File: config.mk
export PLATFORM = sky130hd
export DESIGN_NAME = cprc_top
export DESIGN_NICKNAME = d
export VERILOG_FILES = /design/src/hdl/cprc_pkg.sv /design/src/hdl/cprc_reg_if.sv /design/src/hdl/cprc_wb_slave.sv /design/src/hdl/cprc_top.sv
export VERILOG_INCLUDE_DIRS = /design/src /design/src/hdl
export SDC_FILE = /design/constraint.sdc
export NUM_CORES = 1
export LEC_CHECK = 0
export BUFFER_PORTS_ARGS = -buffer_cell sky130_fd_sc_hd__buf_2
export CORE_MARGIN = 8
export CORE_UTILIZATION = 49
export CTS_CLUSTER_DIAMETER = 40
export CTS_CLUSTER_SIZE = 8
export DETAILED_ROUTE_END_ITERATION = 7
export GPL_ROUTABILITY_DRIVEN = 0
export PLACE_DENSITY = 0.83
export SLEW_MARGIN = 10
export SYNTH_ARGS = -nofsm -noshare
export SYNTH_HDL_FRONTEND = slang
export SYNTH_SLANG_ARGS = --single-unit
File: constraint.sdc
create_clock -name mclk -period 2.25 [get_ports mclk]
set_input_delay 0.3375 -clock mclk [delete_from_list [all_inputs] [get_ports mclk]]
set_output_delay 0.3375 -clock mclk [all_outputs]
set_load 0.1 [all_outputs]
File: src/hdl/cprc_regs.svh
// Register indices, field positions, reset values and timing constants
`ifndef CPRC_REGS_SVH
`define CPRC_REGS_SVH

// Register indices; byte address on the bus is four times the index
`define CPRC_IDX_PLL        10'h010
`define CPRC_IDX_RATIO      10'h1e0
`define CPRC_IDX_SRC        10'h1e1
`define CPRC_IDX_UPD        10'h232
`define CPRC_IDX_STAT       10'h233

// Field positions
`define CPRC_PD_MSB         1
`define CPRC_PD_LSB         0
`define CPRC_POL_BIT        7
`define CPRC_RATIO_MSB      2
`define CPRC_RATIO_LSB      0
`define CPRC_BYP_BIT        0
`define CPRC_SRC_BIT        1
`define CPRC_UPD_BIT        0

// Field codes
`define CPRC_PD_NORMAL      2'h0
`define CPRC_PD_ASYNC       2'h1
`define CPRC_UPD_CODE       8'h01

// Reset values
`define CPRC_RST_PLL        8'h01
`define CPRC_RST_RATIO_REG  8'h02
`define CPRC_RST_RATIO      3'h2
`define CPRC_RST_SRC        8'h00

// Pre-divider limits and distribution ceiling
`define CPRC_DIV_MIN        3'h2
`define CPRC_DIV_MAX        3'h6
`define CPRC_RATIO_TOP      3'h4
`define CPRC_DIST_MAX_MHZ   1600
`define CPRC_MCLK_MHZ       125

`endif

File: src/hdl/cprc_pkg.sv
// Types and shared decode for the clock path route configuration block
`default_nettype none

package cprc_pkg;

    typedef logic [7:0] cprc_byte_t;

    // Active routing configuration
    typedef struct packed {
        logic [1:0] pd;
        logic       pol;
        logic [2:0] ratio;
        logic       byp;
        logic       src;
    } cprc_cfg_s;

    // Core state
    typedef struct packed {
        cprc_byte_t stg_pll;
        cprc_byte_t stg_ratio;
        cprc_byte_t stg_src;
        logic       upd;
        cprc_cfg_s  act;
        logic       pll_on;
        logic       vco_pwr;
        logic       ext_pre;
        logic [2:0] div_val;
        logic [2:0] cnt;
        logic       dist_en;
        cprc_byte_t rdat;
    } cprc_core_s;

    // Bus slave state
    typedef struct packed {
        logic ack;
    } cprc_slv_s;

    // Ratio code to division factor; codes past the top fall to the
    // largest ratio so a stray code can only slow the distribution clock
    function automatic logic [2:0] cprc_ratio_div(input logic [2:0] code);
        logic [2:0] r;
        r = 3'h6;
        if (code <= 3'h4) begin
            r = code + 3'h2;
        end
        return r;
    endfunction

endpackage

`default_nettype wire

File: src/hdl/cprc_reg_if.sv
// Register access carrier between the bus slave and the core
`default_nettype none

interface cprc_reg_if;
    logic       req;
    logic       wr;
    logic [9:0] idx;
    logic [7:0] wdat;

    modport bus  (output req, output wr, output idx, output wdat);
    modport core (input req, input wr, input idx, input wdat);
endinterface

`default_nettype wire

File: src/hdl/cprc_wb_slave.sv
// Classic Wishbone slave front end with a one-cycle registered ack
`default_nettype none

module cprc_wb_slave (
    // Clock and reset
    input  wire logic        mclk,
    input  wire logic        rst,
    // Wishbone request
    input  wire logic        cyc,
    input  wire logic        stb,
    input  wire logic        we,
    input  wire logic [3:0]  sel,
    input  wire logic [11:0] adr,
    input  wire logic [31:0] dat_i,
    // Wishbone answer
    output logic             ack,
    // Core side
    cprc_reg_if.bus          rif
);

    cprc_pkg::cprc_slv_s q;
    cprc_pkg::cprc_slv_s d;

    // Request taken once; ack blocks a second take of the held request
    assign rif.req  = cyc & stb & ~q.ack;
    // Registers are eight bits wide, so only lane 0 can write
    assign rif.wr   = rif.req & we & sel[0];
    assign rif.idx  = adr[11:2];
    assign rif.wdat = dat_i[7:0];
    assign ack      = q.ack;

    always_comb begin
        d     = q;
        d.ack = rif.req;
    end

    always_ff @(posedge mclk) begin
        if (rst) begin
            q <= '0;
        end else begin
            q <= d;
        end
    end

    chk_ack_one_cycle :
    assert property (@(posedge mclk) disable iff (rst) ack |=> !ack)
        else $error("ack held longer than one cycle");

    chk_ack_follows_req :
    assert property (@(posedge mclk) disable iff (rst)
        (cyc && stb && !ack) |=> ack)
        else $error("request not answered in the next cycle");

endmodule

`default_nettype wire

File: src/hdl/cprc_top.sv
// Clock path routing configuration: staged registers, update, pre-divider
//
// Functional notes
// - Reset loads PLL power field with asynchronous power-down code 01b.
// - PLL power code 00b means PLL powered and running normally.
// - Pre-divider ratio field resets to 010b, division by four.
// - Bypass bit 0 (reset) routes the source through the pre-divider.
// - Source-select 0 (reset) picks the external clock input, not VCO.
// - Staged values become active only after writing 0x01 to update.
// - PFD polarity bit: 0 positive, 1 negative.
// - Distribution clock at most 1600 MHz; pre-divider minimum ratio two.
// - Pre-divider supports ratios two through six from a 3-bit field.
// - PLL on with external input keeps VCO off, feeds prescaler.
//
// Local design decision: register access over Wishbone.
`include "cprc_regs.svh"
`default_nettype none

module cprc_top (
    // Clock and reset
    input  wire logic        mclk,
    input  wire logic        rst,
    // Wishbone slave
    input  wire logic        wb_cyc_i,
    input  wire logic        wb_stb_i,
    input  wire logic        wb_we_i,
    input  wire logic [3:0]  wb_sel_i,
    input  wire logic [11:0] wb_adr_i,
    input  wire logic [31:0] wb_dat_i,
    output logic             wb_ack_o,
    output logic [31:0]      wb_dat_o,
    // PLL controls
    output logic [1:0]       pll_pd_mode_o,
    output logic             pll_on_o,
    output logic             pfd_pol_neg_o,
    output logic             vco_pwr_en_o,
    output logic             ext_to_prescaler_o,
    // Distribution routing
    output logic [2:0]       prediv_div_o,
    output logic             prediv_bypass_o,
    output logic             src_vco_o,
    output logic             dist_clk_en_o
);

    cprc_reg_if rif ();

    cprc_pkg::cprc_core_s q;
    cprc_pkg::cprc_core_s d;

    cprc_wb_slave u_slave (
        .mclk  (mclk),
        .rst   (rst),
        .cyc   (wb_cyc_i),
        .stb   (wb_stb_i),
        .we    (wb_we_i),
        .sel   (wb_sel_i),
        .adr   (wb_adr_i),
        .dat_i (wb_dat_i),
        .ack   (wb_ack_o),
        .rif   (rif)
    );

    logic       upd_wr;
    logic [2:0] cur_div;

    assign upd_wr = rif.wr && (rif.idx == `CPRC_IDX_UPD)
                    && (rif.wdat == `CPRC_UPD_CODE);
    assign cur_div = cprc_pkg::cprc_ratio_div(q.act.ratio);

    always_comb begin
        d = q;

        // Host writes only reach the staging copies
        if (rif.wr) begin
            unique case (rif.idx)
                `CPRC_IDX_PLL:   d.stg_pll   = rif.wdat;
                `CPRC_IDX_RATIO: d.stg_ratio = rif.wdat;
                `CPRC_IDX_SRC:   d.stg_src   = rif.wdat;
                default:         d.stg_pll   = d.stg_pll;
            endcase
        end

        // Copy staging into the active set, then drop the trigger
        if (q.upd) begin
            d.act.pd    = q.stg_pll[`CPRC_PD_MSB:`CPRC_PD_LSB];
            d.act.pol   = q.stg_pll[`CPRC_POL_BIT];
            d.act.ratio = q.stg_ratio[`CPRC_RATIO_MSB:`CPRC_RATIO_LSB];
            d.act.byp   = q.stg_src[`CPRC_BYP_BIT];
            d.act.src   = q.stg_src[`CPRC_SRC_BIT];
            d.upd       = 1'b0;
        end
        // A new trigger landing with the self-clear wins
        if (upd_wr) begin
            d.upd = 1'b1;
        end

        // Derived controls follow the active set in the same cycle
        d.pll_on  = (d.act.pd == `CPRC_PD_NORMAL);
        // Internal VCO only runs when PLL is on and VCO is the source
        d.vco_pwr = d.pll_on && d.act.src;
        d.ext_pre = d.pll_on && !d.act.src;
        d.div_val = cprc_pkg::cprc_ratio_div(d.act.ratio);

        // Pre-divider: one enable pulse per division period
        if (q.act.byp) begin
            d.cnt     = 3'h0;
            d.dist_en = 1'b1;
        end else if (q.cnt >= cur_div - 3'h1) begin
            d.cnt     = 3'h0;
            d.dist_en = 1'b1;
        end else begin
            d.cnt     = q.cnt + 3'h1;
            d.dist_en = 1'b0;
        end

        // Read data captured with the take; unmapped reads give zero
        if (rif.req) begin
            unique case (rif.idx)
                `CPRC_IDX_PLL:   d.rdat = q.stg_pll;
                `CPRC_IDX_RATIO: d.rdat = q.stg_ratio;
                `CPRC_IDX_SRC:   d.rdat = q.stg_src;
                `CPRC_IDX_UPD:   d.rdat = {7'h00, q.upd};
                `CPRC_IDX_STAT:  d.rdat = {q.act.src, q.act.byp,
                                           q.act.ratio, q.act.pol,
                                           q.act.pd};
                default:         d.rdat = 8'h00;
            endcase
        end
    end

    always_ff @(posedge mclk) begin
        if (rst) begin
            q           <= '0;
            q.stg_pll   <= `CPRC_RST_PLL;
            q.stg_ratio <= `CPRC_RST_RATIO_REG;
            q.stg_src   <= `CPRC_RST_SRC;
            q.act.pd    <= `CPRC_PD_ASYNC;
            q.act.ratio <= `CPRC_RST_RATIO;
            q.div_val   <= cprc_pkg::cprc_ratio_div(`CPRC_RST_RATIO);
        end else begin
            q <= d;
        end
    end

    assign wb_dat_o           = {24'h000000, q.rdat};
    assign pll_pd_mode_o      = q.act.pd;
    assign pll_on_o           = q.pll_on;
    assign pfd_pol_neg_o      = q.act.pol;
    assign vco_pwr_en_o       = q.vco_pwr;
    assign ext_to_prescaler_o = q.ext_pre;
    assign prediv_div_o       = q.div_val;
    assign prediv_bypass_o    = q.act.byp;
    assign src_vco_o          = q.act.src;
    assign dist_clk_en_o      = q.dist_en;

    // Helper: cycles since the last enable pulse, and whether the ratio
    // stayed put over that gap; a mid-count ratio change gives one odd gap
    logic [3:0] gap_cnt;
    logic [2:0] div_seen;
    logic       gap_clean;
    always_ff @(posedge mclk) begin
        div_seen <= prediv_div_o;
        if (rst) begin
            gap_cnt   <= 4'h0;
            gap_clean <= 1'b1;
        end else if (dist_clk_en_o) begin
            gap_cnt   <= 4'h1;
            gap_clean <= 1'b1;
        end else begin
            if (gap_cnt != 4'hf) begin
                gap_cnt <= gap_cnt + 4'h1;
            end
            if (prediv_div_o != div_seen) begin
                gap_clean <= 1'b0;
            end
        end
    end

    chk_reset_pll_off :
    assert property (@(posedge mclk)
        $fell(rst) |-> pll_pd_mode_o == `CPRC_PD_ASYNC && !pll_on_o)
        else $error("PLL not powered down after reset");

    chk_pll_normal_on :
    assert property (@(posedge mclk) disable iff (rst)
        pll_on_o == (pll_pd_mode_o == `CPRC_PD_NORMAL))
        else $error("PLL run state disagrees with power code");

    chk_reset_div_four :
    assert property (@(posedge mclk)
        $fell(rst) |-> prediv_div_o == 3'h4 && !prediv_bypass_o
                       && !src_vco_o)
        else $error("reset routing is not external through divide by four");

    chk_divider_period :
    assert property (@(posedge mclk) disable iff (rst)
        dist_clk_en_o && !prediv_bypass_o && $stable(prediv_div_o)
        && $past(dist_clk_en_o) == 1'b0 && gap_clean
        |-> gap_cnt == {1'b0, prediv_div_o})
        else $error("pre-divider pulse spacing wrong");

    chk_bypass_every :
    assert property (@(posedge mclk) disable iff (rst)
        prediv_bypass_o && $past(prediv_bypass_o) |-> dist_clk_en_o)
        else $error("bypass path missing enable");

    chk_hold_until_upd :
    assert property (@(posedge mclk) disable iff (rst)
        !q.upd |=> $stable(q.act))
        else $error("active settings changed without update");

    chk_upd_transfer :
    assert property (@(posedge mclk) disable iff (rst)
        q.upd |=> prediv_div_o == cprc_pkg::cprc_ratio_div(
                      $past(q.stg_ratio[2:0]))
                  && src_vco_o == $past(q.stg_src[1]))
        else $error("staged values not transferred");

    chk_pol_transfer :
    assert property (@(posedge mclk) disable iff (rst)
        q.upd |=> pfd_pol_neg_o == $past(q.stg_pll[7]))
        else $error("polarity not taken from staging");

    chk_min_div_two :
    assert property (@(posedge mclk) disable iff (rst)
        !prediv_bypass_o && $past(!prediv_bypass_o) && dist_clk_en_o
        |=> !dist_clk_en_o)
        else $error("pre-divider ran faster than divide by two");

    chk_div_range :
    assert property (@(posedge mclk) disable iff (rst)
        prediv_div_o >= `CPRC_DIV_MIN && prediv_div_o <= `CPRC_DIV_MAX)
        else $error("division ratio out of range");

    chk_vco_off_ext :
    assert property (@(posedge mclk) disable iff (rst)
        pll_on_o && !src_vco_o |-> !vco_pwr_en_o && ext_to_prescaler_o)
        else $error("VCO powered while external source feeds PLL");

    chk_upd_selfclear :
    assert property (@(posedge mclk) disable iff (rst)
        q.upd && !upd_wr |=> !q.upd)
        else $error("update bit did not clear");

    chk_upd_set_wins :
    assert property (@(posedge mclk) disable iff (rst)
        upd_wr |=> q.upd)
        else $error("update trigger lost");

    chk_reset_pll_stage :
    assert property (@(posedge mclk)
        $fell(rst) |-> q.stg_pll == `CPRC_RST_PLL)
        else $error("PLL staging not at its default after reset");

    chk_reset_ratio_stage :
    assert property (@(posedge mclk)
        $fell(rst) |-> q.stg_ratio == `CPRC_RST_RATIO_REG && !q.upd)
        else $error("ratio staging or update bit wrong after reset");

    chk_reset_src_stage :
    assert property (@(posedge mclk)
        $fell(rst) |-> q.stg_src == `CPRC_RST_SRC)
        else $error("source staging not at its default after reset");

    chk_reset_quiet :
    assert property (@(posedge mclk)
        $fell(rst) |-> !dist_clk_en_o && !wb_ack_o)
        else $error("enable or ack active right after reset");

    chk_ext_no_vco :
    assert property (@(posedge mclk) disable iff (rst)
        !src_vco_o |-> !vco_pwr_en_o)
        else $error("VCO powered while external input is the source");

    chk_ext_pre_cond :
    assert property (@(posedge mclk) disable iff (rst)
        ext_to_prescaler_o |-> pll_on_o && !src_vco_o)
        else $error("prescaler fed from external input wrongly");

    chk_pll_off_codes :
    assert property (@(posedge mclk) disable iff (rst)
        pll_pd_mode_o != `CPRC_PD_NORMAL
        |-> !pll_on_o && !vco_pwr_en_o && !ext_to_prescaler_o)
        else $error("PLL side active under a power-down code");

    chk_pd_transfer :
    assert property (@(posedge mclk) disable iff (rst)
        q.upd |=> pll_pd_mode_o == $past(q.stg_pll[1:0]))
        else $error("power code not taken from staging");

    chk_byp_transfer :
    assert property (@(posedge mclk) disable iff (rst)
        q.upd |=> prediv_bypass_o == $past(q.stg_src[0]))
        else $error("bypass bit not taken from staging");

    chk_div_hold :
    assert property (@(posedge mclk) disable iff (rst)
        !q.upd |=> $stable(prediv_div_o) && $stable(pll_pd_mode_o))
        else $error("routing changed without update");

    chk_pol_hold :
    assert property (@(posedge mclk) disable iff (rst)
        !q.upd |=> $stable(pfd_pol_neg_o))
        else $error("polarity changed without update");

    chk_stage_pll_write :
    assert property (@(posedge mclk) disable iff (rst)
        rif.wr && rif.idx == `CPRC_IDX_PLL
        |=> q.stg_pll == $past(rif.wdat))
        else $error("PLL staging write lost");

    chk_stage_ratio_write :
    assert property (@(posedge mclk) disable iff (rst)
        rif.wr && rif.idx == `CPRC_IDX_RATIO
        |=> q.stg_ratio == $past(rif.wdat))
        else $error("ratio staging write lost");

    chk_stage_src_write :
    assert property (@(posedge mclk) disable iff (rst)
        rif.wr && rif.idx == `CPRC_IDX_SRC
        |=> q.stg_src == $past(rif.wdat))
        else $error("source staging write lost");

    chk_upd_only_code :
    assert property (@(posedge mclk) disable iff (rst)
        !q.upd && !upd_wr |=> !q.upd)
        else $error("update bit set without the trigger code");

    chk_upd_readback :
    assert property (@(posedge mclk) disable iff (rst)
        rif.req && rif.idx == `CPRC_IDX_UPD
        |=> wb_dat_o == {31'h00000000, $past(q.upd)})
        else $error("update bit read back wrong");

endmodule

`default_nettype wire

==> reports/results.txt <==
Die Ht = 88.9 um
num ports = 98
Layout area overhead = 6.92%
outcome = complete, no violations
crit path DAT = 2.14 ns
count leader, synth = dfxtp_1
multi-input logic area = 1280 um2
CTS sink cnt = 52
max incr delay on CP = 0.44 ns
Final setup violation count = 0
largest net degree at the start of global routing = 29
synthesis warning total = 0
DRC Markers = 0
post-DR wirelength/cell = 14.9 um
Async S/R FF share, synth = 0
actual slew at the worst max-slew pin = 0.530 ns
Setup crit start kind = flop
Yosys reg bits = 52
layout cells sized above 1 = 0.216
largest area contributor in the netlist = dfxtp_1
CTS tree = done
synth cell count leaders = dfxtp_1 (52), buf_4 (37), mux2i_1 (30), nand2b_1 (25), nor2_1 (19)
Synth cell types = 46
Crit Path Category = flop to flop
Mapped Area = 2600 um2
fillers = 481
synthesized area per cell = 9.44 um2
fmax = 529 MHz
hold buffers post-CTS = 0
Setup Buffers After CTS = 0
area share of the largest cell type after synthesis = 0.400
CP dominant cell by count = ha_1
number of global-route vias before repair = 1822
Initial Utilization = 0.510
worst-path cell chain = nand2b_1, ha_1, ha_1, a21o_1, a2111o_1, nor2_1
die area = 7910 um2
Num CTS Buffers = 5
worst min-delay path class = input port to flop
ANT nets after route = 0
core area = 5110 um2
Rel. slew slack = 0.646
# resized after CTS = 0
post-route insts no fill = 375
fin crit period = 1.89 ns
MaxCap Viol Count = 0
H-tree depth = 2
FF+latch area = 1040 um2
PortBufs = 44
CTS max path bufs = 2
DRT Pass-1 Iters = 4
Buf/Inv on CP = 0
CP max FO = 5
dpl cells = 367
first-pass GRT wire length = 8670 um
VDD IR-drop max = 0.558 mV
floorplan row count = 26
final wirelength = 5600 um
Worst EP required = 2.49 ns
Fin Clk Skew = 0.0107 ns
Leak = 1.21 nW
vias per cell = 5.14
crit-path leading delay family = compound AO/OA/AOI/OAI gates
clk root buf = clkbuf_8
initial antenna violation count = 0
kind of end point of the critical path = flop
largest cells by area after synthesis = dfxtp_1 (40%), mux2i_1 (12%), buf_4 (11%), nand2b_1 (6.0%), nor2_1 (2.7%)
cells after synthesis = 276
RSZ-0062 raised after global routing = no
Overall Global Routing Usage = 0.141
Overflow after GRT = 0
number of diodes = 0
Hold Violations, Final = 0
sequential area share after synthesis = 0.400
Reg clk slew, reported paths = 0.10 ns
dpl hpwl = 4230 um
Cell Pwr Density = 675 nW/um2
Post-synth EDFFs = 0
vias = 1929
Nets = 362
Pins Over Slew Limit = 0
Worst path slowest cell = a2111o_1
top_reg_cell synth = dfxtp_1
die width = 88.9 um
Final period util = 0.840
Clock Latency Late Sink = 0.30 ns
setup TNS = 0 ns
initial drt markers = 238
through the flow:
stage	worst slack [ns]	util	area (um2)	total power, mW	hold WS [ns]
2_1_floorplan	0.212	-	2690	1.36	0.417
3_3_place_gp	0.415	0.528	2700	1.38	0.427
3_5_place_dp	0.377	0.528	2700	1.38	0.439
5_1_grt	0.262	0.545	2790	1.95	0.315
4_1_cts	0.343	0.545	2790	1.90	0.302
6_report	0.359	0.545	2790	1.88	0.305
routing by layer:
| layer | vias up | wire, um | GRT usage |
|---|---|---|---|
| met5 | - | 0 | 0 |
| li1 | 959 | - | - |
| met4 | 0 | 65 | 0.0522 |
| met1 | 876 | 2420 | 0.180 |
| met3 | 6 | 711 | 0.0478 |
| met2 | 88 | 2400 | 0.215 |
area by class of cell:
cell class	count	share of cell area
repair buffers	50	0.0952
flip-flops and latches	52	0.374
inverters	6	0.00809
clock inverters	3	0.00674
clock buffers	5	0.0247
well taps	70	0.0314
multi-input cells	189	0.460
cells by family after synthesis:
group                    synth area share
XOR/XNOR                          0.00673
AND/OR/NAND/NOR                     0.183
AO/OA/AOI/OAI                       0.124
buffers and inverters               0.142
other                             0.00144
adder cells (fa/ha/maj)            0.0240
multiplexers                        0.120
flip-flops                          0.400
cells in the final DEF (no fill, tap or decap), types with 5 or more instances in the layout:
master / n
a22o_1: 7
o21ai_0: 9
nor2b_1: 5
conb_1: 24
nor2_1: 19
buf_4: 6
nand2b_1: 25
inv_1: 6
nand3_1: 11
a22oi_1: 8
ha_1: 5
o22ai_1: 7
mux2i_1: 30
buf_2: 44
a21oi_1: 7
dfxtp_1: 52
clkbuf_8: 5
where the power goes:
part	internal (mW)	total [mW]	switching (mW)
Sequential	0.947	0.963	0.0158
Combinational	0.0864	0.404	0.317
Clock	0.217	0.514	0.297
path summary, 6_finish.rpt:
check                                       from                 end  slack, ns  depth (start not counted)
worst max-delay path            q[22]$_SDFF_PP0_    q[11]$_SDFF_PP0_       0.36                          6
worst min-delay path                 wb_dat_i[5]  q[48]$_SDFFE_PP0P_       0.30                          3
worst max register to register  q[22]$_SDFF_PP0_    q[11]$_SDFF_PP0_       0.36                          6
worst min register to register   q[9]$_SDFF_PP0_     q[9]$_SDFF_PP0_       0.46                          1
registers in the layout, summed over array words and instances (netlist names), 2 cells and up:
name / flops
q: 31
wb_dat_o: 8
prediv_div_o: 3
pll_pd_mode_o: 2
worst reg2reg max path, cell delays in order, from the launching register on:
cell      delay [ns]
dfxtp_1         0.36
nand2b_1        0.19
ha_1            0.29
ha_1            0.28
a21o_1          0.17
a2111o_1        0.44
nor2_1          0.11
No activity file was read; power rests on OpenSTA's default activity.
